<file path="config.mk">
export PLATFORM = sky130hd
export DESIGN_NAME = mas_ctrl
export DESIGN_NICKNAME = d
export VERILOG_FILES = /design/src/rtl/mas_pkg.sv /design/src/rtl/mas_sync.sv /design/src/rtl/mas_stuck_timer.sv /design/src/rtl/mas_ctrl.sv
export SDC_FILE = /design/constraint.sdc
export NUM_CORES = 1
export LEC_CHECK = 0
export BUFFER_PORTS_ARGS = -buffer_cell sky130_fd_sc_hd__clkbuf_2
export CORE_UTILIZATION = 55
export CTS_BUF_LIST = sky130_fd_sc_hd__clkbuf_4
export DETAILED_ROUTE_END_ITERATION = 6
export GPL_ROUTABILITY_DRIVEN = 1
export PLACE_DENSITY = 0.78
export SYNTH_ARGS = -nofsm -noshare
export SYNTH_HDL_FRONTEND = slang
export SYNTH_SLANG_ARGS = --single-unit
</file>
<file path="constraint.sdc">
create_clock -name REF_CLK -period 8.8 [get_ports REF_CLK]
set_clock_uncertainty 0.15 [all_clocks]
set_input_delay 0 -clock REF_CLK [delete_from_list [all_inputs] [get_ports REF_CLK]]
set_output_delay 0 -clock REF_CLK [all_outputs]
set_load 0.05 [all_outputs]
</file>
<file path="src/rtl/mas_pkg.sv">
// constants shared by the monitor alert and shutdown control block
package mas_pkg;
  // second control register fields
  localparam int unsigned CB_SHDN_BIT      = 6;
  localparam int unsigned CB_RDCLR_BIT     = 5;
  localparam int unsigned CB_AUTOWAKE_BIT  = 4;
  localparam int unsigned CB_ACCCTL_LSB    = 2;
  localparam int unsigned CB_RSTFLD_LSB    = 0;
  localparam logic [7:0]  CB_RESET_VAL     = 8'h00;
  // accumulation control and reset field codes
  localparam logic [1:0]  ACCCTL_GATED     = 2'h2;
  localparam logic [1:0]  RSTFLD_NONE      = 2'h0;
  localparam logic [1:0]  RSTFLD_ONREAD    = 2'h1;
  localparam logic [1:0]  RSTFLD_HOLD      = 2'h2;
  localparam logic [1:0]  RSTFLD_ALL       = 2'h3;
  // third pin control register fields
  localparam int unsigned GC_ALERT_BIT     = 7;
  localparam int unsigned GC_OUTLOW_BIT    = 6;
  localparam logic [7:0]  GC_RESET_VAL     = 8'h00;
  // second status / fault / alert enable layout
  localparam int unsigned S2_GPIO_LSB      = 4;
  localparam int unsigned S2_WAKE_BIT      = 3;
  localparam int unsigned S2_OVF_LSB       = 0;
  localparam int unsigned AL2_GENERAL_PIN_ONE_BIT    = 6;
  localparam int unsigned AL2_GENERAL_PIN_TWO_BIT    = 5;
  localparam int unsigned AL2_WAKE_BIT     = 3;
  localparam logic [7:0]  FAULT_RESET_VAL  = 8'h00;
  localparam logic [7:0]  SEQ_RESET_VAL    = 8'h00;
  // stuck bus wake time
  localparam int unsigned STUCK_TIME_US    = 33000;
  localparam int unsigned CLK_FREQ_MHZ     = 25;
  localparam int unsigned STUCK_CYC        = STUCK_TIME_US * CLK_FREQ_MHZ + 1;
  localparam int unsigned STUCK_CNT_W      = 20;
endpackage

</file>
<file path="src/rtl/mas_sync.sv">
// two flip-flop synchroniser for asynchronous pin levels
module mas_sync #(
  parameter int unsigned W = 1
) (
  input  wire logic         clk,
  input  wire logic         rst_n,
  input  wire logic [W-1:0] d,
  output logic      [W-1:0] q
);
  logic [W-1:0] meta_reg;

  always_ff @(posedge clk) begin
    if (!rst_n) begin
      meta_reg <= '1;
      q        <= '1;
    end else begin
      meta_reg <= d;
      q        <= meta_reg;
    end
  end
endmodule

</file>
<file path="src/rtl/mas_stuck_timer.sv">
// counts cycles while either bus line is low, pulses on expiry
module mas_stuck_timer #(
  parameter int unsigned CYCLES = mas_pkg::STUCK_CYC,
  parameter int unsigned CW     = mas_pkg::STUCK_CNT_W
) (
  input  wire logic clk,
  input  wire logic rst_n,
  input  wire logic scl,
  input  wire logic sda,
  output logic      expire
);
  logic [CW-1:0] cnt_reg;
  logic          done_reg;

  always_ff @(posedge clk) begin
    if (!rst_n || (scl && sda)) begin
      cnt_reg  <= '0;
      done_reg <= 1'b0;
      expire   <= 1'b0;
    end else if (!done_reg) begin
      cnt_reg  <= cnt_reg + 1'b1;
      // one pulse per low period
      if (cnt_reg == CW'(CYCLES - 1)) begin
        done_reg <= 1'b1;
        expire   <= 1'b1;
      end else begin
        expire   <= 1'b0;
      end
    end else begin
      expire <= 1'b0;
    end
  end
endmodule

</file>
<file path="src/rtl/mas_ctrl.sv">
// control, alert and fault logic of the power and energy monitor
// Behaviour
// RULE1 - shutdown bit powers analog off; registers and bus stay alive
// RULE2 - clearing shutdown restarts analog; registers keep contents
// RULE3 - auto-wake enabled: bus lines low over 33ms leaves shutdown
// RULE4 - wake event alerts only when its alert enable bit is set
// RULE5 - each general pin input has selectable active polarity
// RULE6 - general pin levels readable in second status bits 6:4
// RULE7 - accumulation field 10 lets pin two gate integration
// RULE8 - pin one and two alerts need enable bits 6 and 5
// RULE9 - general pins drive low or float, never high
// RULE10 - after reset pin three is alert output pulling low on alert
// RULE11 - bit7 forces alert pin only in alert mode, bit6 only as output
// RULE12 - any alert sets bit7 of third pin control register
// RULE13 - reset field 01 clears accumulators after last byte read
// RULE14 - reset field 10 holds accumulators in reset
// RULE15 - reset field 11 resets all registers, field returns to 00
// RULE16 - register reset keeps sequencing; new one on first control write
// RULE17 - conversion beyond stored min or max replaces it
// RULE18 - bus write of a result updates min or max likewise
// RULE19 - thresholds reset to max all ones, min all zeros
// RULE20 - threshold crossing sets live status and latched fault
// RULE21 - enabled latched fault pulls alert pin low in alert mode
// RULE22 - writing zeros clears faults; read clears when bit5 set
// RULE23 - active status sets its fault again the cycle after a clear
module mas_ctrl #(
  parameter int unsigned NCH          = 4,
  parameter int unsigned DW           = 12,
  parameter int unsigned STUCK_CYCLES = mas_pkg::STUCK_CYC
) (
  input  wire logic                     REF_CLK,
  input  wire logic                     RST_N,
  input  wire logic                     SCL_PIN,
  input  wire logic                     SDA_PIN,
  input  wire logic [2:0]               GPIO_PIN,
  input  wire logic                     CTRL1_WR,
  input  wire logic [7:0]               CTRL1_WDATA,
  input  wire logic                     CTRL2_WR,
  input  wire logic [7:0]               CTRL2_WDATA,
  input  wire logic                     GENERAL_PIN_THREE_WR,
  input  wire logic [7:0]               GENERAL_PIN_THREE_WDATA,
  input  wire logic [2:0]               GPIO_DIR_OUT,
  input  wire logic [2:0]               GPIO_POL_HIGH,
  input  wire logic                     GENERAL_PIN_THREE_ALERT_MODE,
  input  wire logic [1:0]               GPIO_DRV_LOW,
  input  wire logic [2*NCH-1:0]         FIRST_ALERT_ENABLE_REG_EN,
  input  wire logic [7:0]               SECOND_ALERT_ENABLE_REG_EN,
  input  wire logic                     FIRST_LATCHED_FAULT_REG_WR,
  input  wire logic                     FIRST_LATCHED_FAULT_REG_RD,
  input  wire logic                     SECOND_LATCHED_FAULT_REG_WR,
  input  wire logic                     SECOND_LATCHED_FAULT_REG_RD,
  input  wire logic [7:0]               FAULT_WDATA,
  input  wire logic                     ACC_LAST_RD,
  input  wire logic [2:0]               ACC_OVF,
  input  wire logic                     SNAPSHOT,
  input  wire logic                     CONV_DONE,
  input  wire logic                     RES_WR,
  input  wire logic [$clog2(NCH)-1:0]   MEAS_CH,
  input  wire logic [DW-1:0]            MEAS_DATA,
  input  wire logic                     THR_WR,
  input  wire logic                     PEAK_WR,
  input  wire logic                     LIM_HI,
  input  wire logic [$clog2(NCH)-1:0]   LIM_CH,
  input  wire logic [DW-1:0]            LIM_DATA,
  input  wire logic [$clog2(NCH)-1:0]   RD_CH,
  output logic      [DW-1:0]            MIN_Q,
  output logic      [DW-1:0]            MAX_Q,
  output logic      [7:0]               CTRL2_Q,
  output logic      [7:0]               THIRD_PIN_CONTROL_REG_Q,
  output logic      [2*NCH-1:0]         FIRST_STATUS_REG,
  output logic      [2*NCH-1:0]         FIRST_LATCHED_FAULT_REG,
  output logic      [7:0]               SECOND_STATUS_REG,
  output logic      [7:0]               SECOND_LATCHED_FAULT_REG,
  output logic                          ANALOG_EN,
  output logic                          ACC_EN,
  output logic                          ACC_CLR,
  output logic                          REG_RST,
  output logic      [7:0]               SEQ_CFG,
  output logic                          SEQ_LOAD,
  output logic      [2:0]               GPIO_O,
  output logic      [2:0]               GPIO_OE
);
  import mas_pkg::*;

  logic [4:0]    pins_s;
  logic          scl_s;
  logic          sda_s;
  logic [2:0]    gpio_s;
  logic          wake_exp;
  logic          soft_rst;
  logic [1:0]    rst_fld;
  logic [2:0]    gpio_act;
  logic          alert_any;
  logic [2*NCH-1:0] stat1_next;
  logic [7:0]    f2_set;
  logic [DW-1:0] val_reg  [NCH];
  logic [DW-1:0] thrlo_reg [NCH];
  logic [DW-1:0] thrhi_reg [NCH];
  logic [DW-1:0] min_reg  [NCH];
  logic [DW-1:0] max_reg  [NCH];
  logic [2:0]    ovf_reg;
  logic          wake_reg;
  logic [1:0]    flush_reg; // pin synchronisers hold reset levels for two edges

  // asynchronous pins pass two flip-flops first
  mas_sync #(.W(5)) u_sync (
    .clk   (REF_CLK),
    .rst_n (RST_N),
    .d     ({SCL_PIN, SDA_PIN, GPIO_PIN}),
    .q     (pins_s)
  );
  assign scl_s  = pins_s[4];
  assign sda_s  = pins_s[3];
  assign gpio_s = pins_s[2:0];

  mas_stuck_timer #(.CYCLES(STUCK_CYCLES)) u_stuck (
    .clk    (REF_CLK),
    .rst_n  (RST_N),
    .scl    (scl_s),
    .sda    (sda_s),
    .expire (wake_exp)
  );

  function automatic logic beyond(input logic [DW-1:0] a, input logic [DW-1:0] b,
                                  input logic hi);
    beyond = hi ? (a > b) : (a < b);
  endfunction

  assign rst_fld  = CTRL2_Q[CB_RSTFLD_LSB +: 2];
  assign soft_rst = (rst_fld == RSTFLD_ALL);
  assign gpio_act = ~(gpio_s ^ GPIO_POL_HIGH) & ~GPIO_DIR_OUT & {3{flush_reg[1]}}; // RULE5

  always_ff @(posedge REF_CLK) begin
    flush_reg <= RST_N ? {flush_reg[0], 1'b1} : 2'h0;
  end
  assign alert_any = |(FIRST_LATCHED_FAULT_REG & FIRST_ALERT_ENABLE_REG_EN) | |(SECOND_LATCHED_FAULT_REG & SECOND_ALERT_ENABLE_REG_EN); // RULE4 RULE8

  // second control register
  always_ff @(posedge REF_CLK) begin
    if (!RST_N || soft_rst) begin
      CTRL2_Q <= CB_RESET_VAL; // RULE15
    end else if (CTRL2_WR) begin
      CTRL2_Q <= CTRL2_WDATA; // RULE1 RULE2
    end else if (wake_exp && CTRL2_Q[CB_AUTOWAKE_BIT] && CTRL2_Q[CB_SHDN_BIT]) begin
      CTRL2_Q[CB_SHDN_BIT] <= 1'b0; // RULE3
    end
  end

  always_ff @(posedge REF_CLK) begin
    if (!RST_N) begin
      wake_reg <= 1'b0;
    end else begin
      wake_reg <= wake_exp && CTRL2_Q[CB_AUTOWAKE_BIT] && CTRL2_Q[CB_SHDN_BIT];
    end
  end

  // analog power and accumulator control
  always_ff @(posedge REF_CLK) begin
    if (!RST_N) begin
      ANALOG_EN <= 1'b0;
      ACC_EN    <= 1'b0;
      ACC_CLR   <= 1'b0;
      REG_RST   <= 1'b0;
    end else begin
      ANALOG_EN <= !CTRL2_Q[CB_SHDN_BIT]; // RULE1 RULE2
      ACC_EN    <= !CTRL2_Q[CB_SHDN_BIT] && !SNAPSHOT &&
                   ((CTRL2_Q[CB_ACCCTL_LSB +: 2] != ACCCTL_GATED) || gpio_act[1]); // RULE7
      ACC_CLR   <= (rst_fld == RSTFLD_HOLD) || soft_rst || // RULE14
                   ((rst_fld == RSTFLD_ONREAD) && ACC_LAST_RD); // RULE13
      REG_RST   <= soft_rst;
    end
  end

  // sequencing survives register reset
  always_ff @(posedge REF_CLK) begin
    if (!RST_N) begin
      SEQ_CFG  <= SEQ_RESET_VAL;
      SEQ_LOAD <= 1'b0;
    end else begin
      SEQ_LOAD <= CTRL1_WR; // RULE16
      if (CTRL1_WR) begin
        SEQ_CFG <= CTRL1_WDATA; // RULE16
      end
    end
  end

  // third pin control: alert sets bit7, set wins over write
  always_ff @(posedge REF_CLK) begin
    if (!RST_N || soft_rst) begin
      THIRD_PIN_CONTROL_REG_Q <= GC_RESET_VAL;
    end else begin
      if (GENERAL_PIN_THREE_WR) begin
        THIRD_PIN_CONTROL_REG_Q <= GENERAL_PIN_THREE_WDATA;
      end
      if (alert_any) begin
        THIRD_PIN_CONTROL_REG_Q[GC_ALERT_BIT] <= 1'b1; // RULE12
      end
    end
  end

  // pin drivers: open drain, low only
  always_ff @(posedge REF_CLK) begin
    if (!RST_N) begin
      GPIO_O  <= 3'h0;
      GPIO_OE <= 3'h0;
    end else begin
      GPIO_O     <= 3'h0; // RULE9
      GPIO_OE[0] <= GPIO_DIR_OUT[0] && GPIO_DRV_LOW[0];
      GPIO_OE[1] <= GPIO_DIR_OUT[1] && GPIO_DRV_LOW[1];
      if (GENERAL_PIN_THREE_ALERT_MODE) begin
        GPIO_OE[2] <= alert_any || THIRD_PIN_CONTROL_REG_Q[GC_ALERT_BIT]; // RULE10 RULE11 RULE21
      end else begin
        GPIO_OE[2] <= GPIO_DIR_OUT[2] && THIRD_PIN_CONTROL_REG_Q[GC_OUTLOW_BIT]; // RULE11
      end
    end
  end

  // measured values, thresholds and peak hold
  always_ff @(posedge REF_CLK) begin
    if (!RST_N || soft_rst) begin
      for (int i = 0; i < NCH; i++) begin
        val_reg[i]   <= '0;
        thrlo_reg[i] <= '0; // RULE19
        thrhi_reg[i] <= '1; // RULE19
        min_reg[i]   <= '1;
        max_reg[i]   <= '0;
      end
    end else begin
      if (CONV_DONE || RES_WR) begin
        val_reg[MEAS_CH] <= MEAS_DATA;
        if (beyond(MEAS_DATA, min_reg[MEAS_CH], 1'b0)) begin
          min_reg[MEAS_CH] <= MEAS_DATA; // RULE17 RULE18
        end
        if (beyond(MEAS_DATA, max_reg[MEAS_CH], 1'b1)) begin
          max_reg[MEAS_CH] <= MEAS_DATA; // RULE17 RULE18
        end
      end
      if (THR_WR && LIM_HI) begin
        thrhi_reg[LIM_CH] <= LIM_DATA;
      end
      if (THR_WR && !LIM_HI) begin
        thrlo_reg[LIM_CH] <= LIM_DATA;
      end
      if (PEAK_WR && LIM_HI) begin
        max_reg[LIM_CH] <= LIM_DATA;
      end
      if (PEAK_WR && !LIM_HI) begin
        min_reg[LIM_CH] <= LIM_DATA;
      end
    end
  end

  always_ff @(posedge REF_CLK) begin
    if (!RST_N) begin
      MIN_Q <= '0;
      MAX_Q <= '0;
    end else begin
      MIN_Q <= min_reg[RD_CH];
      MAX_Q <= max_reg[RD_CH];
    end
  end

  // live threshold status, low bit under, high bit over
  always_comb begin
    stat1_next = '0;
    for (int i = 0; i < NCH; i++) begin
      stat1_next[2*i]   = beyond(val_reg[i], thrlo_reg[i], 1'b0); // RULE20
      stat1_next[2*i+1] = beyond(val_reg[i], thrhi_reg[i], 1'b1); // RULE20
    end
  end

  always_ff @(posedge REF_CLK) begin
    if (!RST_N || soft_rst) begin
      FIRST_STATUS_REG <= '0;
    end else begin
      FIRST_STATUS_REG <= stat1_next;
    end
  end

  // overflow stays set until accumulators clear
  always_ff @(posedge REF_CLK) begin
    if (!RST_N || soft_rst) begin
      ovf_reg <= 3'h0;
    end else if (ACC_CLR) begin
      ovf_reg <= ACC_OVF;
    end else begin
      ovf_reg <= ovf_reg | ACC_OVF;
    end
  end

  always_ff @(posedge REF_CLK) begin
    if (!RST_N) begin
      SECOND_STATUS_REG <= 8'h00;
    end else begin
      SECOND_STATUS_REG <= {1'b0, gpio_s, wake_reg, ovf_reg}; // RULE6
    end
  end

  always_comb begin
    f2_set = {1'b0, SECOND_STATUS_REG[6:0]};
    f2_set[S2_GPIO_LSB +: 3]          = 3'h0;
    f2_set[AL2_GENERAL_PIN_ONE_BIT]             = gpio_act[0];
    f2_set[AL2_GENERAL_PIN_TWO_BIT]             = gpio_act[1];
  end

  // latched faults: status sets win over clears
  always_ff @(posedge REF_CLK) begin
    if (!RST_N || soft_rst) begin
      FIRST_LATCHED_FAULT_REG <= '0;
    end else if (FIRST_LATCHED_FAULT_REG_WR) begin
      FIRST_LATCHED_FAULT_REG <= FAULT_WDATA[2*NCH-1:0] | FIRST_STATUS_REG; // RULE22 RULE23
    end else if (FIRST_LATCHED_FAULT_REG_RD && CTRL2_Q[CB_RDCLR_BIT]) begin
      FIRST_LATCHED_FAULT_REG <= FIRST_STATUS_REG; // RULE22 RULE23
    end else begin
      FIRST_LATCHED_FAULT_REG <= FIRST_LATCHED_FAULT_REG | FIRST_STATUS_REG; // RULE20
    end
  end

  always_ff @(posedge REF_CLK) begin
    if (!RST_N || soft_rst) begin
      SECOND_LATCHED_FAULT_REG <= FAULT_RESET_VAL;
    end else if (SECOND_LATCHED_FAULT_REG_WR) begin
      SECOND_LATCHED_FAULT_REG <= FAULT_WDATA | f2_set; // RULE22 RULE23
    end else if (SECOND_LATCHED_FAULT_REG_RD && CTRL2_Q[CB_RDCLR_BIT]) begin
      SECOND_LATCHED_FAULT_REG <= f2_set; // RULE22 RULE23
    end else begin
      SECOND_LATCHED_FAULT_REG <= SECOND_LATCHED_FAULT_REG | f2_set;
    end
  end

  a_shdn_power: assert property (@(posedge REF_CLK) disable iff (!RST_N) // RULE1
    CTRL2_Q[CB_SHDN_BIT] |=> !ANALOG_EN) else $error("analog on in shutdown");
  a_wake_exit: assert property (@(posedge REF_CLK) disable iff (!RST_N) // RULE3
    wake_exp && CTRL2_Q[CB_AUTOWAKE_BIT] && CTRL2_Q[CB_SHDN_BIT] && !CTRL2_WR && !soft_rst
    |=> !CTRL2_Q[CB_SHDN_BIT] ##1 ANALOG_EN) else $error("auto wake failed");
  a_pin_low_only: assert property (@(posedge REF_CLK) disable iff (!RST_N) // RULE9
    GPIO_O == 3'h0) else $error("pin driven high");
  a_acc_gate: assert property (@(posedge REF_CLK) disable iff (!RST_N) // RULE7
    CTRL2_Q[CB_ACCCTL_LSB +: 2] == ACCCTL_GATED && !gpio_act[1] |=> !ACC_EN)
    else $error("integration not gated");
  a_acc_hold: assert property (@(posedge REF_CLK) disable iff (!RST_N) // RULE14
    rst_fld == RSTFLD_HOLD |=> ACC_CLR) else $error("accumulators not held");
  a_last_read: assert property (@(posedge REF_CLK) disable iff (!RST_N) // RULE13
    rst_fld == RSTFLD_ONREAD && ACC_LAST_RD |=> ACC_CLR) else $error("no clear on read");
  a_soft_reset: assert property (@(posedge REF_CLK) disable iff (!RST_N) // RULE15
    CTRL2_WR && CTRL2_WDATA[1:0] == RSTFLD_ALL |=> ##1 REG_RST && CTRL2_Q[1:0] == RSTFLD_NONE)
    else $error("register reset missing");
  a_seq_keep: assert property (@(posedge REF_CLK) disable iff (!RST_N) // RULE16
    !CTRL1_WR |=> $stable(SEQ_CFG)) else $error("sequencing changed");
  a_alert_pin: assert property (@(posedge REF_CLK) disable iff (!RST_N) // RULE21
    GENERAL_PIN_THREE_ALERT_MODE && alert_any |=> GPIO_OE[2]) else $error("alert pin not low");
  a_alert_flag: assert property (@(posedge REF_CLK) disable iff (!RST_N) // RULE12
    alert_any && !soft_rst |=> THIRD_PIN_CONTROL_REG_Q[GC_ALERT_BIT]) else $error("alert flag unset");
  a_fault_again: assert property (@(posedge REF_CLK) disable iff (!RST_N) // RULE23
    !soft_rst |=> (FIRST_LATCHED_FAULT_REG & $past(FIRST_STATUS_REG)) == $past(FIRST_STATUS_REG)) else $error("fault lost");
  a_read_clear: assert property (@(posedge REF_CLK) disable iff (!RST_N) // RULE22
    FIRST_LATCHED_FAULT_REG_RD && !FIRST_LATCHED_FAULT_REG_WR && CTRL2_Q[CB_RDCLR_BIT] && !soft_rst
    |=> FIRST_LATCHED_FAULT_REG == $past(FIRST_STATUS_REG)) else $error("read clear failed");

  c_wake: cover property (@(posedge REF_CLK) wake_reg);
  c_soft: cover property (@(posedge REF_CLK) REG_RST);
  c_alert: cover property (@(posedge REF_CLK) GENERAL_PIN_THREE_ALERT_MODE && GPIO_OE[2]);
  c_rdclr: cover property (@(posedge REF_CLK) rst_fld == RSTFLD_ONREAD && ACC_LAST_RD);
endmodule

</file>
==> results by group <==
STA
  – Hold WS: 0.0668 ns
  – Period utilization: 0.452
  – Setup TNS: 0 ns
  – Post-layout min period: 3.97 ns
  – RSZ-0062 raised after global routing: no
  – Slew Limit Headroom: 0.204
  – Fin. Hold Viols: 0
  – Final setup fails: 0
  – Least-Margin Pin Slew: 1.19 ns
  – Fmax: 0.252 GHz
  – Final worst setup slack: 4.83 ns
  – Slew Viols, Final: 0

Status
  – Status: completed

Logic synthesis
  – Main flop type after synthesis: edfxtp_1
  – Avg Synthesized Cell Area: 11.2 um2
  – Post-synthesis compound-gate area fraction: 0.0895
  – Mapped cell area: 0.0181 mm2
  – Post-synthesis xor/xnor area fraction: 0.0102
  – Distinct cells, synth: 62
  – Area share of fa/ha/maj cells after synthesis: 0.0810
  – Synth Register Bits: 365
  – Largest family of logic cells by synthesized area: simple AND/OR/NAND/NOR gates
  – Sequential area share after synthesis: 0.537
  – Post-synth ARST share: 0
  – Mux cell area share after synthesis: 0.0731
  – Yosys warns: 0
  – Post-synthesis simple-gate area fraction: 0.155
  – Cells after Synth: 1619
  – Number of synthesized flops with an enable pin: 240

Worst setup path
  – Critical Path Fanout Max: 13
  – CP Cell Sequence: mux4_2 -> inv_1 -> ha_1 -> a211o_1 -> a211oi_1 -> o21ai_1 -> nor2_2 -> a221o_1
  – CP max stage delay: 0.72 ns
  – Crit path launch type: flip-flop
  – R2R cell count: 8
  – Worst path arrival time: 4.21 ns
  – R2R Path End: min_reg[2][9]$_DFFE_PP_
  – Crit Path Category: flip-flop to flip-flop
  – FF-to-FF Start: min_reg[3][9]$_DFFE_PP_
  – Critical path required time: 9.04 ns
  – R2R Setup Slk: 4.83 ns
  – CP max stage cell: a221o_1
  – CP endpoint kind: flip-flop

Worst hold path
  – Min-delay src: MEAS_CH[0]
  – Min-Delay Endpoint: min_reg[3][5]$_DFFE_PP_
  – Min-Delay Path Class: input port to flip-flop
  – Hold path cells: 5

Die
  – Chip height: 183 um
  – IO Pins: 202
  – Die Footprint: 0.0336 mm2
  – Core Footprint: 0.0325 mm2
  – Initial cell density of the core: 0.557
  – Site row count: 66
  – Chip Width: 183 um

Placement
  – Post-detail-place hpwl: 32.4 mm
  – DP Worst Slack: 4.56 ns
  – Gpl congestion: 0.862
  – PortBufs: 196

Clock network
  – CTS root buf: clkbuf_4
  – Clock latency at the later pin of the worst-skew pair: 0.81 ns
  – CTS tree: yes
  – Num CTS Buffers: 93
  – H-tree depth: 3
  – CTS sink cnt: 365
  – Setup bufs post-CTS: 0
  – PostCTS Resize Cnt: 0
  – Hold Buf Count CTS: 190
  – Max clock buf depth: 3
  – Clock slew at reported path FFs: 0.07 ns

Route
  – Post-DRT Antenna Nets: 0
  – Vias per inst: 5.89
  – Initial DRC Count: 1462
  – DRT Wirelength: 55.4 mm
  – Vias: 15.0k
  – DRC Markers: 0
  – Per-cell routed wire length: 21.7 um
  – DRT Pass-1 Iters: 5

Job
  – Maxcap violations: 0

Layout
  – Layout Nets: 2254
  – Share of cells above drive strength 1: 0.205
  – Area Growth Syn to Fin: 25.0%

Power
  – Static leakage: 9.81 nW
  – PD cells: 186 mW/mm2
  – Peak supply drop: 0.150 mV

Global routing
  – Maximum number of pins on one net before global-route repair: 60
  – First-pass GRT wire length: 82.9 mm
  – Vias in the first global route: 15.3k
  – GRT Overall Usage: 0.329
  – Initial antenna violation count: 4
  – Total grt overflow: 0
placed cells by master (no fill, tap or decap), types with 25 or more instances in the layout:
| cell | n |
|---|---|
| dlygate4sd3_1 | 190 |
| and3_1 | 40 |
| nand3_1 | 37 |
| nor2_1 | 170 |
| ha_1 | 117 |
| or3_1 | 33 |
| inv_1 | 147 |
| nand2_1 | 107 |
| edfxtp_1 | 240 |
| nor3_1 | 25 |
| nand2b_1 | 30 |
| and2_1 | 48 |
| a21oi_1 | 86 |
| o31ai_1 | 37 |
| dfxtp_1 | 125 |
| clkbuf_2 | 196 |
| mux4_2 | 48 |
| clkbuf_4 | 126 |
logic make-up (layout without fill, tap and decap cells):
kind of cell / count (synthesis) / count (layout)
other: 1 / 7
AOI/OAI and AO/OA: 241 / 241
xor gates and xnor gates: 21 / 21
and+or+nand+nor: 557 / 557
buffers and inverters: 245 / 726
DFF: 365 / 365
muxes: 72 / 72
adders and majority gates: 117 / 117
synth_stat cells (3+ instances only):
library cell | instances | area [um2]
buf_4 | 8 | 60.1
buf_1 | 9 | 33.8
ha_1 | 117 | 1460
clkbuf_1 | 68 | 255
a21oi_1 | 86 | 430
nor3_4 | 3 | 48.8
a221oi_1 | 14 | 123
o31a_1 | 3 | 26.3
edfxtp_1 | 240 | 7210
inv_1 | 147 | 552
xnor2_1 | 7 | 61.3
nor3_1 | 26 | 130
xor2_1 | 14 | 123
a31oi_1 | 16 | 100
o211ai_1 | 8 | 60.1
dfxtp_1 | 125 | 2500
mux4_2 | 48 | 1080
or3_1 | 33 | 206
o21ai_0 | 15 | 75.1
a2111oi_0 | 8 | 70.1
o211a_1 | 12 | 120
o31ai_1 | 41 | 308
a211oi_1 | 5 | 37.5
and4_1 | 4 | 35.0
and3_1 | 40 | 250
nand4b_1 | 6 | 52.6
nand4_1 | 21 | 131
a21o_1 | 14 | 105
and2_1 | 48 | 300
nor2_1 | 171 | 642
nand2b_1 | 30 | 188
buf_2 | 12 | 60.1
nor2b_1 | 15 | 93.8
a22oi_1 | 7 | 52.6
nand2_1 | 107 | 402
mux2i_1 | 24 | 240
nand3_1 | 37 | 185
final cells by class:
| cell class | instances | area (um2) |
|---|---|---|
| diodes | 3 | 7.51 |
| clock buffers | 126 | 946 |
| clock inverters | 46 | 338 |
| fillers | 2225 | 9860 |
| inverters | 147 | 552 |
| multi-input cells | 1012 | 7450 |
| flip-flops and latches | 365 | 9710 |
| well taps | 442 | 553 |
| repair buffers | 407 | 3040 |
worst max-delay path: cells and delay by family (launching register included):
kind                     cells  cell delay, ns
multiplexers                 1            0.47
AND/OR/NAND/NOR              1            0.67
adder cells (fa/ha/maj)      1            0.24
flip-flops                   1            0.38
AO/OA/AOI/OAI                4            1.61
buffers and inverters        1            0.09
routing by layer:
| layer | routed length (um) | vias to the layer above | track usage |
|---|---|---|---|
| met4 | 3090 | 0 | 0.194 |
| li1 | - | 6709 | - |
| met1 | 20000 | 7075 | 0.385 |
| met2 | 26200 | 1006 | 0.549 |
| met5 | 0 | - | 0 |
| met3 | 6090 | 224 | 0.0834 |
worst max-delay path by stage:
stage                                  from                  endpoint
floorplan                        MEAS_CH[0]   min_reg[1][0]$_DFFE_PP_
global placement                 MEAS_CH[0]   min_reg[2][7]$_DFFE_PP_
detailed placement               MEAS_CH[0]   min_reg[2][7]$_DFFE_PP_
CTS                 min_reg[3][9]$_DFFE_PP_  min_reg[2][10]$_DFFE_PP_
global route        min_reg[3][9]$_DFFE_PP_  min_reg[2][10]$_DFFE_PP_
finish              min_reg[3][9]$_DFFE_PP_   min_reg[2][9]$_DFFE_PP_
where the power goes:
part	switching, mW	total (mW)	internal [mW]
Clock	0.744	1.57	0.823
Combinational	0.420	0.658	0.238
Sequential	0.0573	1.99	1.93
metrics by stage:
step	utilization	std cells	area, um2	power, mW
4_1_cts	0.696	2545	22600	4.18
6_report	0.696	2548	22600	4.21
3_5_place_dp	0.598	2183	19400	2.58
3_3_place_gp	0.598	2183	19400	2.56
5_1_grt	0.696	2546	22600	4.36
2_1_floorplan	-	1622	18100	2.38
(Power assumes the default switching activity.)
